File: src/rtl/nfpc_pkg.sv
// Package: constants for the feature-write and protect host controller
package nfpc_pkg;
    localparam int unsigned CLK_HZ             = 20000000;
    localparam int unsigned CLK_PERIOD_NS      = 50;
    // Times in their own units
    localparam int unsigned POWER_UP_WAIT_US   = 1000;
    localparam int unsigned PROTECT_SETUP_NS   = 100;
    localparam int unsigned ADDR_TO_DATA_NS    = 70;
    localparam int unsigned WE_TO_BUSY_NS      = 100;
    localparam int unsigned FEATURE_BUSY_US    = 1;
    // Cycle counts, least times rounded up
    localparam int unsigned POWER_UP_CYC       = POWER_UP_WAIT_US * (CLK_HZ / 1000000);
    localparam int unsigned PROTECT_SETUP_CYC  =
        (PROTECT_SETUP_NS + CLK_PERIOD_NS - 1) / CLK_PERIOD_NS;
    localparam int unsigned ADDR_TO_DATA_CYC   =
        (ADDR_TO_DATA_NS + CLK_PERIOD_NS - 1) / CLK_PERIOD_NS;
    localparam int unsigned WE_TO_BUSY_CYC     =
        (WE_TO_BUSY_NS + CLK_PERIOD_NS - 1) / CLK_PERIOD_NS;
    localparam int unsigned FEATURE_BUSY_CYC   = FEATURE_BUSY_US * (CLK_HZ / 1000000);
    // Strobe shaping: each strobe low and high phase in cycles
    localparam int unsigned STROBE_PHASE_CYC   = 1;
    // Extra read-strobe low cycles covering the two-stage input synchroniser
    localparam int unsigned READ_SYNC_CYC      = 3;
    localparam int unsigned TIMER_W            = 16;
    // Command bytes
    localparam logic [7:0]  CMD_SET_FEATURE    = 8'hEF;
    localparam logic [7:0]  CMD_READ_STATUS    = 8'h70;
    localparam logic [7:0]  CMD_READ_MODE      = 8'h00;
    // Status bit for ready
    localparam int unsigned STATUS_READY_BIT   = 5;
    localparam int unsigned PARAM_COUNT        = 4;
    // Bus cycle kinds for the strobe engine
    typedef enum logic [1:0] {
        NFPC_CYC_CMD  = 2'b00,
        NFPC_CYC_ADDR = 2'b01,
        NFPC_CYC_DATA = 2'b10,
        NFPC_CYC_READ = 2'b11
    } nfpc_cyc_t;
endpackage : nfpc_pkg

File: src/rtl/nfpc_host.sv
// Host controller: feature write, status polling and write-protect sequencing
//
// Behaviour
// [RULE1] Feature write opens with command EFh then exactly one feature address cycle.
// [RULE2] Four parameter bytes follow in order, each latched on write strobe rise.
// [RULE3] Device holds ready-busy low while storing parameters, then releases high.
// [RULE4] Device feature busy period lasts at most one microsecond.
// [RULE5] Status read 70h is accepted during feature write for completion polling.
// [RULE6] Device keeps feature parameters until a power cycle.
// [RULE7] Device stays in feature mode until another valid command arrives.
// [RULE8] One-time area pages of 2112 bytes reachable only by dedicated commands.
// [RULE9] One-time area ships all ones, cannot be erased; protect only blocks program.
// [RULE10] Write-protect level enables or inhibits program and erase.
// [RULE11] Change write-protect at least 100 ns before first affected command latch.
// [RULE12] Hold write-protect steady until operation completes and status bit 5 is 1.
// [RULE13] Device supports block locking of whole array or a block range.
// [RULE14] Wait at least 1 ms after power-up before any command.
// [RULE15] Hold write-protect low during power-up and power-down.
// [RULE16] Leave at least 70 ns from last address strobe rise to first data rise.
// [RULE17] Issue no command but status read while ready-busy low after feature write.
`timescale 1ns/1ns
`default_nettype none
module nfpc_host #(
    parameter int unsigned POWER_UP_CYC = nfpc_pkg::POWER_UP_CYC
) (
    input  wire logic        clk,
    input  wire logic        rstn,
    input  wire logic        feat_req,
    input  wire logic [7:0]  feat_addr,
    input  wire logic [31:0] feat_params,
    input  wire logic        poll_status,
    input  wire logic        wp_allow,
    output logic             feat_done,
    output logic [7:0]       status_byte,
    output logic             ctrl_ready,
    output logic             nand_cle,
    output logic             nand_ale,
    output logic             nand_ce_n,
    output logic             nand_we_n,
    output logic             nand_re_n,
    output logic             nand_wp_n,
    output logic [7:0]       nand_io_out,
    output logic             nand_io_oe,
    input  wire logic [7:0]  nand_io_in,
    input  wire logic        ready_busy_n
);
    typedef enum logic [3:0] {
        NFPC_POWERUP  = 4'h0,
        NFPC_IDLE     = 4'h1,
        NFPC_WP_SETUP = 4'h2,
        NFPC_CMD      = 4'h3,
        NFPC_ADDR     = 4'h4,
        NFPC_ADL      = 4'h5,
        NFPC_DATA     = 4'h6,
        NFPC_WB       = 4'h7,
        NFPC_BUSY     = 4'h8,
        NFPC_ST_CMD   = 4'h9,
        NFPC_ST_READ  = 4'hA,
        NFPC_RD_MODE  = 4'hB,
        NFPC_FINISH   = 4'hC
    } nfpc_state_t;

    ////////////////////////////////////////////////////////////////////////////////
    // Pin synchronisers
    logic [7:0] io_s1_q, io_s2_q;
    logic       rb_s1_q, rb_s2_q;
    always_ff @(posedge clk) begin
        if (!rstn) begin
            io_s1_q <= 8'h00;
            io_s2_q <= 8'h00;
            rb_s1_q <= 1'b0;
            rb_s2_q <= 1'b0;
        end else begin
            io_s1_q <= nand_io_in;
            io_s2_q <= io_s1_q;
            rb_s1_q <= ready_busy_n;
            rb_s2_q <= rb_s1_q;
        end
    end

    ////////////////////////////////////////////////////////////////////////////////
    // Strobe engine
    logic                st_start;
    nfpc_pkg::nfpc_cyc_t st_kind;
    logic [7:0]          st_wdata;
    logic                st_done;
    logic [7:0]          st_rdata;

    nfpc_strobe u_strobe (
        .clk     (clk),
        .rstn    (rstn),
        .start   (st_start),
        .kind    (st_kind),
        .wdata   (st_wdata),
        .io_in_s (io_s2_q),
        .done    (st_done),
        .rdata   (st_rdata),
        .cle     (nand_cle),
        .ale     (nand_ale),
        .we_n    (nand_we_n),
        .re_n    (nand_re_n),
        .io_out  (nand_io_out),
        .io_oe   (nand_io_oe)
    );

    ////////////////////////////////////////////////////////////////////////////////
    // Sequencer
    nfpc_state_t                    state_q, state_d;
    logic [nfpc_pkg::TIMER_W-1:0]   tmr_q, tmr_d;
    logic [1:0]                     idx_q, idx_d;
    logic                           rdy_q, busy_d;
    logic [7:0]                     addr_q, addr_d;
    logic [31:0]                    par_q, par_d;
    logic                           poll_q, poll_d;
    logic                           wp_n_q, wp_n_d;
    logic                           done_q, done_d;
    logic [7:0]                     stat_q, stat_d;
    logic                           ce_n_q, ce_n_d;

    function automatic logic [nfpc_pkg::TIMER_W-1:0] cyc(input int unsigned n);
        cyc = nfpc_pkg::TIMER_W'(n);
    endfunction : cyc

    always_comb begin
        state_d  = state_q;
        tmr_d    = tmr_q;
        idx_d    = idx_q;
        busy_d   = 1'b0;
        addr_d   = addr_q;
        par_d    = par_q;
        poll_d   = poll_q;
        wp_n_d   = wp_n_q;
        done_d   = 1'b0;
        stat_d   = stat_q;
        ce_n_d   = ce_n_q;
        st_start = 1'b0;
        st_kind  = nfpc_pkg::NFPC_CYC_CMD;
        st_wdata = 8'h00;
        if (tmr_q != '0) begin
            tmr_d = tmr_q - 1'b1;
        end
        case (state_q)
            NFPC_POWERUP: begin
                busy_d = 1'b1;
                wp_n_d = 1'b0;                                    // RULE15
                if (tmr_q == '0) begin                            // RULE14
                    state_d = NFPC_IDLE;
                    busy_d  = 1'b0;
                end
            end
            NFPC_IDLE: begin
                ce_n_d = 1'b1;
                if (wp_allow != wp_n_q) begin                     // RULE10
                    wp_n_d  = wp_allow;
                    tmr_d   = cyc(nfpc_pkg::PROTECT_SETUP_CYC);   // RULE11
                    state_d = NFPC_WP_SETUP;
                    busy_d  = 1'b1;
                end else if (feat_req) begin
                    addr_d  = feat_addr;
                    par_d   = feat_params;
                    poll_d  = poll_status;
                    ce_n_d  = 1'b0;
                    state_d = NFPC_CMD;
                    busy_d  = 1'b1;
                end
            end
            NFPC_WP_SETUP: begin
                busy_d = 1'b1;
                if (tmr_q == '0) begin
                    state_d = NFPC_IDLE;
                end
            end
            NFPC_CMD: begin
                busy_d   = 1'b1;
                st_start = (tmr_q == '0) && !st_done;
                st_kind  = nfpc_pkg::NFPC_CYC_CMD;
                st_wdata = nfpc_pkg::CMD_SET_FEATURE;             // RULE1
                if (st_done) begin
                    state_d = NFPC_ADDR;
                end
            end
            NFPC_ADDR: begin
                busy_d   = 1'b1;
                st_start = !st_done && (tmr_q == '0);
                st_kind  = nfpc_pkg::NFPC_CYC_ADDR;
                st_wdata = addr_q;                                // RULE1
                if (st_done) begin
                    tmr_d   = cyc(nfpc_pkg::ADDR_TO_DATA_CYC);    // RULE16
                    idx_d   = 2'd0;
                    state_d = NFPC_ADL;
                end
            end
            NFPC_ADL: begin
                busy_d = 1'b1;
                if (tmr_q == '0) begin
                    state_d = NFPC_DATA;
                end
            end
            NFPC_DATA: begin
                busy_d   = 1'b1;
                st_start = !st_done;
                st_kind  = nfpc_pkg::NFPC_CYC_DATA;
                st_wdata = par_q[8*idx_q +: 8];                   // RULE2
                if (st_done) begin
                    if (idx_q == 2'(nfpc_pkg::PARAM_COUNT - 1)) begin
                        tmr_d   = cyc(nfpc_pkg::WE_TO_BUSY_CYC);
                        state_d = NFPC_WB;
                    end else begin
                        idx_d = idx_q + 2'd1;
                        state_d = NFPC_ADL;
                    end
                end
            end
            NFPC_WB: begin
                busy_d = 1'b1;
                if (tmr_q == '0) begin
                    state_d = poll_q ? NFPC_ST_CMD : NFPC_BUSY;
                end
            end
            NFPC_BUSY: begin
                busy_d = 1'b1;
                if (rb_s2_q) begin                                // RULE3 RULE17
                    state_d = NFPC_FINISH;
                end
            end
            NFPC_ST_CMD: begin
                busy_d   = 1'b1;
                st_start = !st_done;
                st_kind  = nfpc_pkg::NFPC_CYC_CMD;
                st_wdata = nfpc_pkg::CMD_READ_STATUS;             // RULE5
                if (st_done) begin
                    state_d = NFPC_ST_READ;
                end
            end
            NFPC_ST_READ: begin
                busy_d   = 1'b1;
                st_start = !st_done;
                st_kind  = nfpc_pkg::NFPC_CYC_READ;
                if (st_done) begin
                    stat_d = st_rdata;
                    if (st_rdata[nfpc_pkg::STATUS_READY_BIT]) begin  // RULE12
                        state_d = NFPC_RD_MODE;
                    end
                end
            end
            NFPC_RD_MODE: begin
                busy_d   = 1'b1;
                st_start = !st_done;
                st_kind  = nfpc_pkg::NFPC_CYC_CMD;
                st_wdata = nfpc_pkg::CMD_READ_MODE;
                if (st_done) begin
                    state_d = NFPC_FINISH;
                end
            end
            NFPC_FINISH: begin
                done_d  = 1'b1;
                ce_n_d  = 1'b1;
                state_d = NFPC_IDLE;
            end
            default: state_d = NFPC_IDLE;
        endcase
    end

    always_ff @(posedge clk) begin
        if (!rstn) begin
            state_q <= NFPC_POWERUP;
            tmr_q   <= nfpc_pkg::TIMER_W'(POWER_UP_CYC);
            idx_q   <= 2'd0;
            rdy_q   <= 1'b0;
            addr_q  <= 8'h00;
            par_q   <= 32'h0000_0000;
            poll_q  <= 1'b0;
            wp_n_q  <= 1'b0;
            done_q  <= 1'b0;
            stat_q  <= 8'h00;
            ce_n_q  <= 1'b1;
        end else begin
            state_q <= state_d;
            tmr_q   <= tmr_d;
            idx_q   <= idx_d;
            rdy_q   <= !busy_d;
            addr_q  <= addr_d;
            par_q   <= par_d;
            poll_q  <= poll_d;
            wp_n_q  <= wp_n_d;
            done_q  <= done_d;
            stat_q  <= stat_d;
            ce_n_q  <= ce_n_d;
        end
    end

    assign feat_done   = done_q;
    assign status_byte = stat_q;
    assign ctrl_ready  = rdy_q;
    assign nand_ce_n   = ce_n_q;
    assign nand_wp_n   = wp_n_q;
endmodule : nfpc_host
`default_nettype wire

File: src/rtl/nfpc_strobe.sv
// Single bus-cycle engine: drives one write or read strobe cycle on the pins
`timescale 1ns/1ns
`default_nettype none
module nfpc_strobe (
    input  wire logic              clk,
    input  wire logic              rstn,
    input  wire logic              start,
    input  wire nfpc_pkg::nfpc_cyc_t kind,
    input  wire logic [7:0]        wdata,
    input  wire logic [7:0]        io_in_s,
    output logic                   done,
    output logic [7:0]             rdata,
    output logic                   cle,
    output logic                   ale,
    output logic                   we_n,
    output logic                   re_n,
    output logic [7:0]             io_out,
    output logic                   io_oe
);
    typedef enum logic [1:0] {
        NFPC_S_IDLE = 2'b00,
        NFPC_S_LOW  = 2'b01,
        NFPC_S_HIGH = 2'b10
    } nfpc_sst_t;

    nfpc_sst_t   st_q, st_d;
    logic        cle_q, cle_d, ale_q, ale_d, we_n_q, we_n_d, re_n_q, re_n_d;
    logic [7:0]  io_q, io_d, rd_q, rd_d;
    logic        oe_q, oe_d, done_q, done_d;
    logic        is_rd_q, is_rd_d;
    logic [1:0]  rw_q, rw_d;

    always_comb begin
        st_d    = st_q;
        cle_d   = cle_q;
        ale_d   = ale_q;
        we_n_d  = we_n_q;
        re_n_d  = re_n_q;
        io_d    = io_q;
        oe_d    = oe_q;
        rd_d    = rd_q;
        done_d  = 1'b0;
        is_rd_d = is_rd_q;
        rw_d    = rw_q;
        case (st_q)
            NFPC_S_IDLE: begin
                if (start) begin
                    st_d    = NFPC_S_LOW;
                    is_rd_d = (kind == nfpc_pkg::NFPC_CYC_READ);
                    cle_d   = (kind == nfpc_pkg::NFPC_CYC_CMD);
                    ale_d   = (kind == nfpc_pkg::NFPC_CYC_ADDR);
                    oe_d    = (kind != nfpc_pkg::NFPC_CYC_READ);
                    io_d    = wdata;
                    we_n_d  = (kind == nfpc_pkg::NFPC_CYC_READ);
                    re_n_d  = (kind != nfpc_pkg::NFPC_CYC_READ);
                    rw_d    = (kind == nfpc_pkg::NFPC_CYC_READ) ?
                              2'(nfpc_pkg::READ_SYNC_CYC) : 2'd0;
                end
            end
            NFPC_S_LOW: begin
                // Read strobe stays low until synchronised data has arrived
                if (rw_q != 2'd0) begin
                    rw_d = rw_q - 2'd1;
                end else begin
                    // Rising write strobe latches the byte in the device
                    st_d   = NFPC_S_HIGH;
                    we_n_d = 1'b1;
                    re_n_d = 1'b1;
                    if (is_rd_q) begin
                        rd_d = io_in_s;
                    end
                end
            end
            NFPC_S_HIGH: begin
                st_d   = NFPC_S_IDLE;
                cle_d  = 1'b0;
                ale_d  = 1'b0;
                oe_d   = 1'b0;
                done_d = 1'b1;
            end
            default: st_d = NFPC_S_IDLE;
        endcase
    end

    always_ff @(posedge clk) begin
        if (!rstn) begin
            st_q    <= NFPC_S_IDLE;
            cle_q   <= 1'b0;
            ale_q   <= 1'b0;
            we_n_q  <= 1'b1;
            re_n_q  <= 1'b1;
            io_q    <= 8'h00;
            oe_q    <= 1'b0;
            rd_q    <= 8'h00;
            done_q  <= 1'b0;
            is_rd_q <= 1'b0;
            rw_q    <= 2'd0;
        end else begin
            st_q    <= st_d;
            cle_q   <= cle_d;
            ale_q   <= ale_d;
            we_n_q  <= we_n_d;
            re_n_q  <= re_n_d;
            io_q    <= io_d;
            oe_q    <= oe_d;
            rd_q    <= rd_d;
            done_q  <= done_d;
            is_rd_q <= is_rd_d;
            rw_q    <= rw_d;
        end
    end

    assign done   = done_q;
    assign rdata  = rd_q;
    assign cle    = cle_q;
    assign ale    = ale_q;
    assign we_n   = we_n_q;
    assign re_n   = re_n_q;
    assign io_out = io_q;
    assign io_oe  = oe_q;
endmodule : nfpc_strobe
`default_nettype wire

File: config.mk
export PLATFORM = sky130hd
export DESIGN_NAME = nfpc_host
export DESIGN_NICKNAME = d
export VERILOG_FILES = /design/src/rtl/nfpc_pkg.sv /design/src/rtl/nfpc_host.sv /design/src/rtl/nfpc_strobe.sv
export SDC_FILE = /design/constraint.sdc
export NUM_CORES = 1
export LEC_CHECK = 0
export BUFFER_PORTS_ARGS = -buffer_cell sky130_fd_sc_hd__buf_2
export CELL_PAD_IN_SITES_DETAIL_PLACEMENT = 1
export CELL_PAD_IN_SITES_GLOBAL_PLACEMENT = 1
export CORE_UTILIZATION = 46
export DETAILED_ROUTE_END_ITERATION = 12
export PLACE_DENSITY = 0.85
export SYNTH_ARGS = -nofsm -noshare
export SYNTH_HDL_FRONTEND = slang
export SYNTH_HIERARCHICAL = 1
export SYNTH_SLANG_ARGS = --single-unit
File: constraint.sdc
create_clock -name clk -period 4.8 [get_ports clk]
set_clock_uncertainty 0.1 [all_clocks]
set_input_delay 0 -clock clk [delete_from_list [all_inputs] [get_ports clk]]
set_output_delay 0 -clock clk [all_outputs]
set_load 0.005 [all_outputs]
## Word level (Yosys, flattened, before mapping)

Cells that the tools add are included.

- Bits in registers: 120
- Bits of input ports: 54
- Output and inout port bits: 25
- Logic and storage cells: 154

- $add $sub $neg: 3
- Equal/unequal tests: 36
- Shift operators: 1
- Muxes and demuxes: 57
- Bitwise logic cells: 2
- Reduce and logical (&&, ||, !) cells: 29

Operators by type and width:

| kind | count |
|---|---|
| 2-to-1 mux 16 bit | 5 |
| 2-to-1 mux 4 bit | 13 |
| one-hot mux 16 bit (3 select lines) | 1 |
| one-hot mux 4 bit (11 select lines) | 1 |
| one-hot mux 8 bit (4 select lines) | 1 |
| variable part select 32 x 6 -> 8 bit | 1 |
| == test 4 bit, second input constant | 5 |
| 2-to-1 mux 2 bit | 9 |
| != test 2 x 1 -> 1 bit, second input constant | 9 |
| == test 4 x 3 -> 1 bit, second input constant | 4 |
| zero test 16 bit | 1 |
| != test 2 bit, second input constant | 8 |
| one-hot mux 1 bit (2 select lines) | 8 |
| nonzero test 16 bit | 1 |
| subtractor 16 x 1 -> 16 bit, second input constant | 1 |
| 2-to-1 mux 1 bit | 14 |
| one-hot mux 2 bit (2 select lines) | 3 |
| AND reduction 12 bit | 1 |
| AND reduction 3 bit | 4 |
| nonzero test 2 bit | 6 |
| AND reduction 2 bit | 5 |
| OR reduction 10 bit | 1 |
| == test 4 x 2 -> 1 bit, second input constant | 2 |
| == test 2 bit, second input constant | 3 |
| 16 further kinds | 21 |

## Logic depth before layout (Yosys ltp)

Gate-level depths: netlist of the first run.

- Depth after elaboration: 6
- Mapped depth: 12
- Depth with buffers taken out: 9

## Modules after synthesis

Netlist of the first run, hierarchy kept.

Modules (own cells, without submodules):

| module | instances | cells an instance | area each (um2) |
|---|---|---|---|
| nfpc_host | 1 | 482 | 4,050.1 |
| nfpc_strobe | 1 | 123 | 1,152.4 |

## Worst setup path before layout of the first run

No wires, ideal clock.

- Path kind: register to register
- Start: reg tmr_q[0] in the netlist's numbering
- End: reg u_strobe.is_rd_q
- Library setup time: 0.118 ns
- Data arrival time: 2.142 ns
- Required time: 4.582 ns
- Slack: 2.440 ns
- Stages on the path, launching flop included: 12
- Path buffers: 2
- Clock period less this slack: 2.360 ns
- Path through: dfxtp_1 -> inv_1 -> ha_1 -> nor4b_2 -> and4_1 -> buf_2 -> nand2_1 -> a21oi_1 -> or3b_1 -> buf_2 -> nand2_1 -> a21boi_2

- Longest elaborated chain between the ends: 4

RTL lines:

| what | RTL line | source |
|---|---|---|
| start, declared | nfpc_host.sv:109 | `logic [nfpc_pkg::TIMER_W-1:0] tmr_q, tmr_d;` |
| start signal, assigned | nfpc_host.sv:267 | `tmr_q <= nfpc_pkg::TIMER_W'(POWER_UP_CYC);` |
| start signal, assigned | nfpc_host.sv:279 | `tmr_q <= tmr_d;` |
| zero test 16 bit | nfpc_host.sv:175, nfpc_host.sv:184 |  |
| logical AND 1 bit | nfpc_host.sv:175, nfpc_host.sv:184 |  |
| one-hot mux 1 bit (2 select lines) | nfpc_host.sv:142 | `case (state_q)` |
| net st_start | nfpc_host.sv:83 | `logic st_start;` |
| AND reduction 2 bit (no source line) | -- |  |
| end signal, assigned | nfpc_strobe.sv:108 | `is_rd_q <= is_rd_d;` |
| end, declared | nfpc_strobe.sv:30 | `logic is_rd_q, is_rd_d;` |

The timed path passes the listed nets, and every way through them passes these cells.
A chain may end at the register's enable or synchronous reset.

## Final worst setup path of the first run

- Start: reg tmr_q[0] in the netlist's numbering
- End: reg u_strobe.re_n_q, in the netlist u_strobe/re_n

- Longest elaborated chain between the ends: 5

RTL lines:

| what | RTL line | source |
|---|---|---|
| zero test 16 bit | nfpc_host.sv:175, nfpc_host.sv:184 |  |
| logical AND 1 bit | nfpc_host.sv:175, nfpc_host.sv:184 |  |
| one-hot mux 1 bit (2 select lines) | nfpc_host.sv:142 |  |
| net st_start | nfpc_host.sv:83 |  |
| != test 2 bit (no source line) | -- |  |
| AND reduction 3 bit (no source line) | -- |  |
| end signal, assigned | nfpc_strobe.sv:103 | `re_n_q <= re_n_d;` |
| end, declared | nfpc_strobe.sv:27 | `logic cle_q, cle_d, ale_q, ale_d, we_n_q, we_n_d, re_n_q, re_n_d;` |

The timed path passes the listed nets, and every way through them passes these cells.

==> impl_metrics.ini, run 1 <==
[run_status]
status = completed

[critical_path]
cp_max_fo = 14
cp.required_ns = 5.01
slowest_delay_ns = 0.59
cp_slowest_cell = nor3b_4
crit_arrival_ns = 3.42
critical_path_class = flop to flop
reg2reg_depth = 9
setup.worst_path.start_class = flop
critical_path.most_common_cell = nand2_1
end_kind = flop
path_cells = inv_1 -> ha_1 -> nor4b_2 -> and4_1 -> nand2_1 -> a21oi_1 -> nor3b_4 -> nand2_1 -> o22a_1

[timing]
fmax_ghz = 0.311
tightestPinTransition_ns = 0.849
fin_crit_ns = 3.21
drv_slew = 0
tns_ns = 0
setup_violations = 0
max_slew_margin = 0.434
finalCritPeriodShare = 0.669
final_hold_viol_count = 0
rsz0062_at_grt = no

[detailed_routing]
drc_errors = 0
drt_first_pass_iters = 5
routed_via_density = 5.70
totalWireLength_mm = 17.9
wl_per_cell_um = 20.5
drt_first_iter_violations = 464
ant_nets = 0
num_vias = 4963

[clock_network]
htreeDepth = 4
cts_sinks = 120
clock_latency_ns = 0.43
cts_buffers = 17
postCtsSetupRepairBufs = 0
path_clk_slew_ns = 0.06
cts_resized = 0
cts_buffer_depth = 2
cts_tree = built
ctsHoldBuffers = 51
cts-root-buf = clkbuf_16

[logic_synthesis]
synth-main-ff-cell = dfxtp_1
yosysMostFrequentCell = nand2_1
synthTopCellsByArea = dfxtp_1 46%, nand2_1 11%, a21oi_1 6.4%
synth_nets = 668
yosysTopAreaCell = dfxtp_1
yosys_register_bits = 120
synth_common_cells = 153 x nand2_1, 120 x dfxtp_1, 67 x a21oi_1
syn_area_sq_mm = 0.00520
avgSynthCellArea_sq_um = 8.60
syn_inst = 605
yosys_warnings = 6
synth_cell_type_count = 64
synth_top_area_share = 0.462
synth_edf_count = 0
ys_async_sr_fraction = 0
synth-seq-area-share = 0.462

[die]
io_pins = 79
die_h_um = 108
dieWidth_um = 108
dieArea_sq_mm = 0.0117
std_cell_rows = 38
core_area_sq_mm = 0.0109
start_util = 0.476

[finish]
finalNonFillerCells = 870
fin_nets = 779
multi_input_area_sq_mm = 0.00256
fill_cells = 1268
regArea_sq_mm = 0.00240
drive_gt1_frac = 0.184
syn2layout_area_growth_pct = 28.7
fin_util = 0.612

[global_route]
track_usage = 0.324
use_met1 = 0.361
antenna_found_initial = 0
grt_pass1_wl_mm = 27.9
gr-total-overflow = 0
use_met3 = 0.0880
busiest_layer = met2
grt.met2_usage = 0.558
grt_max_degree = 60
grt_pass1_vias = 5266

[power_and_ir_drop]
power.leakage_nw = 2.56
p_per_area_mw_per_mm2 = 467
vdd_drop_max_v = 0.000305

[worst_hold_path]
worstHoldPathType = primary input to flop
holdPathStages = 5

[placement]
placed_cells = 786
hpwl_mm = 9.47
globalplace.congestion = 0.778
port_buffers = 78

[flow_run]
maxCapViolations = 0
worst paths after layout:
kind                         to  startpoint  slack (ns)
setup / recovery  u_strobe/re_n    tmr_q[0]        1.59
hold / removal       ctrl_ready    feat_req        0.07
setup reg to reg  u_strobe/re_n    tmr_q[0]        1.59
hold reg to reg         rb_s2_q     rb_s1_q        0.34
placed cells by master, fill, tap and decap left out, types with 3 or more instances in the layout:
master and count:
nor2b_1 9, a21oi_1 67, mux4_2 8, nor3_1 10
nor4_1 4, o21a_1 3, buf_4 4, o21ai_1 4
a21boi_1 9, ha_1 9, clkbuf_16 17, dlygate4sd3_1 51
mux2i_1 11, a21boi_0 7, nand3_1 6, nand2_1 153
xnor2_1 7, dfxtp_1 120, clkbuf_1 4, clkinv_2 4
and2_1 23, a22oi_1 3, a31oi_1 3, nor2_1 24
nand2b_1 5, o21ai_0 18, clkbuf_8 3, xor2_1 3
inv_1 11, buf_2 78
routing by layer:
layer / vias to the layer above / routed length [um]
li1: 2283 / -
met1: 2417 / 7100
met2: 196 / 9110
met3: 67 / 940
met4: 0 / 726
met5: - / 0
sequential cells by signal, summed over array words and instances, names as in the netlist, 2 cells and up:
register / flops
u_strobe/rw_q: 2
tmr_q: 16
u_strobe/rdata: 8
io_s1_q: 8
io_s2_q: 8
u_strobe/io_out: 8
idx_q: 2
state_q: 4
u_strobe/st_q: 2
status_byte: 8
par_q: 32
addr_q: 8
worst max-delay path: cells and delay by family (launching register included):
family	cells	cell delay, ns
AO/OA/AOI/OAI	2	0.56
AND/OR/NAND/NOR	5	1.76
flip-flops	1	0.33
buffers and inverters	1	0.10
adder cells (fa/ha/maj)	1	0.24
cell type report:
type,count,share of cell area
inverter,11,0.00617
multi-input combinational,433,0.383
clock inverter,8,0.0142
timing repair buffer,133,0.139
tap,140,0.0262
clock buffer,24,0.0720
antenna,1,0.000374
sequential,120,0.359
stage by stage:
| stage | hold WS (ns) | worst slack [ns] | power, mW | cell area, sq um |
|---|---|---|---|---|
| floorplan | 0.0273 | 2.44 | 1.62 | 5200 |
| global placement | 0.106 | 2.00 | 1.73 | 5600 |
| detailed placement | 0.111 | 1.82 | 1.78 | 5600 |
| CTS | 0.0552 | 1.63 | 3.06 | 6690 |
| global route | 0.0580 | 1.37 | 3.25 | 6690 |
| finish | 0.0677 | 1.59 | 3.13 | 6690 |
kinds of logic (layout without fill, tap and decap cells):
logic type      Yosys count  in the layout  share of synthesized area
fa+ha+maj                 9              9                     0.0216
buf+inv                  52            176                     0.0452
other cells               0              1                          0
flops                   120            120                      0.462
simple gates            262            262                      0.244
xor+xnor                 10             10                     0.0168
compound gates          132            132                      0.152
mux                      20             20                     0.0580
power breakdown:
| part | leakage [nW] | total, mW | internal (mW) | switching, mW |
|---|---|---|---|---|
| clock | 0.280 | 1.27 | 0.801 | 0.467 |
| sequential | 0.975 | 1.20 | 1.09 | 0.111 |
| combinational | 1.30 | 0.661 | 0.261 | 0.400 |
| total | 2.56 | 3.13 | 2.15 | 0.978 |
Power figures use the tool's default switching activity.
==> run 2: changes to the inputs <==
--- a/config.mk
+++ b/config.mk
@@ -8,9 +8,9 @@
 export BUFFER_PORTS_ARGS = -buffer_cell sky130_fd_sc_hd__buf_2
 export CELL_PAD_IN_SITES_DETAIL_PLACEMENT = 1
 export CELL_PAD_IN_SITES_GLOBAL_PLACEMENT = 1
-export CORE_UTILIZATION = 46
+export CORE_UTILIZATION = 42
 export DETAILED_ROUTE_END_ITERATION = 12
-export PLACE_DENSITY = 0.85
+export PLACE_DENSITY = 0.78
 export SYNTH_ARGS = -nofsm -noshare
 export SYNTH_HDL_FRONTEND = slang
 export SYNTH_HIERARCHICAL = 1
==> constraint.sdc (replaced) <==
create_clock -name clk -period 3.2 [get_ports clk]
set_clock_uncertainty 0.1 [all_clocks]
set_input_delay 0 -clock clk [delete_from_list [all_inputs] [get_ports clk]]
set_output_delay 0 -clock clk [all_outputs]
set_load 0.005 [all_outputs]
==> impl_metrics.ini, run 2 (same netlist as run 1, synthesis figures left out) <==
[clock_network]
cts_resized = 0
cts_buffers = 17
cts_buffer_depth = 2
cts_sinks = 120
cts-root-buf = clkbuf_16
postCtsSetupRepairBufs = 0
cts_tree = built
htreeDepth = 4
path_clk_slew_ns = 0.05
clock_latency_ns = 0.43
ctsHoldBuffers = 52

[global_route]
grt_pass1_wl_mm = 26.1
antenna_found_initial = 0
grt_max_degree = 59
track_usage = 0.266
grt_pass1_vias = 5133
gr-total-overflow = 0

[critical_path]
path_buf_inv = 2
endpoint = u_strobe/ale
cpLargestDelayFamily = simple AND/OR/NAND/NOR gates
cp_max_fo = 10
ff2ff_setup_slack_ns = 0.39
cp.required_ns = 3.45
reg2reg_depth = 10
reg2reg_to = u_strobe/ale
slowest_delay_ns = 0.41
path_cells = inv_1 -> ha_1 -> nor4b_2 -> and4_1 -> nand2_1 -> a21oi_1 -> nor3b_4 -> buf_4 -> a32oi_1 -> nor2b_1
crit_arrival_ns = 3.06
critical_path_class = flop to flop
end_kind = flop
critPathLaunch = tmr_q[0]
setup.worst_path.start_class = flop
r2r_start = tmr_q[0]
cp_slowest_cell = nor4b_2
cp.depth = 10

[finish]
regMostFlops = par_q
diodes = 0
mostFrequentLayoutCell = nand2_1
fin_nets = 785
multi_input_area_sq_mm = 0.00256
largestRegisters = par_q (32), tmr_q (16)
final_cell_mix = 153 x nand2_1, 120 x dfxtp_1, 78 x buf_2
drive_gt1_frac = 0.195
finalNonFillerCells = 903
regArea_sq_mm = 0.00240
largest_register_ffs = 32
fill_cells = 1412
syn2layout_area_growth_pct = 32.3

[detailed_routing]
wl_per_cell_um = 18.1
num_vias = 4827
drc_errors = 0
totalWireLength_mm = 16.3
ant_nets = 0
drt_first_iter_violations = 320
drt_first_pass_iters = 4
routed_via_density = 5.35

[placement]
globalplace.congestion = 0.775
placed_cells = 819
port_buffers = 78
hpwl_mm = 9.45

[power_and_ir_drop]
p_total_mw = 4.94
p_per_area_mw_per_mm2 = 719
power.leakage_nw = 2.64
vdd_drop_max_v = 0.000446

[run_status]
status = completed

[flow_run]
maxCapViolations = 0

[timing]
drv_slew = 0
tightestPinTransition_ns = 0.701
setup_violations = 0
finalCritPeriodShare = 0.879
max_slew_margin = 0.532
tns_ns = 0
fin_crit_ns = 2.81
timing.hold.ws_ns = 0.0675
final_hold_viol_count = 0
rsz0062_at_grt = no
fmax_ghz = 0.356

[die]
die_h_um = 113
start_util = 0.431
dieWidth_um = 113
std_cell_rows = 40
core_area_sq_mm = 0.0121
io_pins = 79
dieArea_sq_mm = 0.0128

[worst_hold_path]
worstHoldPathType = primary input to flop
[run 2: worst min-delay path by stage]
| stage | startpoint | to | cells past startpoint | slack (ns) |
|---|---|---|---|---|
| 6_report | feat_req | ctrl_ready | 5 | 0.07 |
| 5_1_grt | feat_req | ctrl_ready | 5 | 0.08 |
| 4_1_cts | feat_req | ctrl_ready | 5 | 0.05 |
| 3_5_place_dp | nand_io_in[3] | io_s1_q[3] | 2 | 0.11 |
| 3_3_place_gp | nand_io_in[0] | io_s1_q[0] | 2 | 0.11 |
| 2_1_floorplan | nand_io_in[0] | io_s1_q[0] | 1 | 0.03 |
[run 2: tightest hold or removal path: cells and delay by family]
kind            cells  cell delay [ns]
buf+inv             1             0.14
simple gates        2             0.14
compound gates      2             0.25
[run 2: cell type report]
class	instances	area share
inverters	11	0.00600
well taps	168	0.0306
clock inverters	10	0.0275
repair buffers	139	0.142
flip-flops and latches	120	0.349
multi-input cells	433	0.373
clock buffers	22	0.0718
[run 2: routing by layer]
metal	global-route usage	vias up	wire length, um
met5	0	-	0
li1	-	2293	-
met2	0.474	122	8360
met1	0.307	2369	6940
met4	0.114	0	495
met3	0.0595	43	544
[run 2: through the flow]
step	worst slack (ns)	area, sq um	utilization
2_1_floorplan	0.840	5200	-
3_3_place_gp	0.689	5680	0.471
3_5_place_dp	0.538	5680	0.471
4_1_cts	0.408	6880	0.570
5_1_grt	0.132	6880	0.570
6_report	0.389	6880	0.570
[run 2: report_power, final]
group | switching (mW) | leakage (nW) | internal, mW
Sequential | 0.138 | 0.975 | 1.63
Clock | 0.705 | 0.333 | 1.49
Combinational | 0.582 | 1.33 | 0.403
Total | 1.42 | 2.64 | 3.52
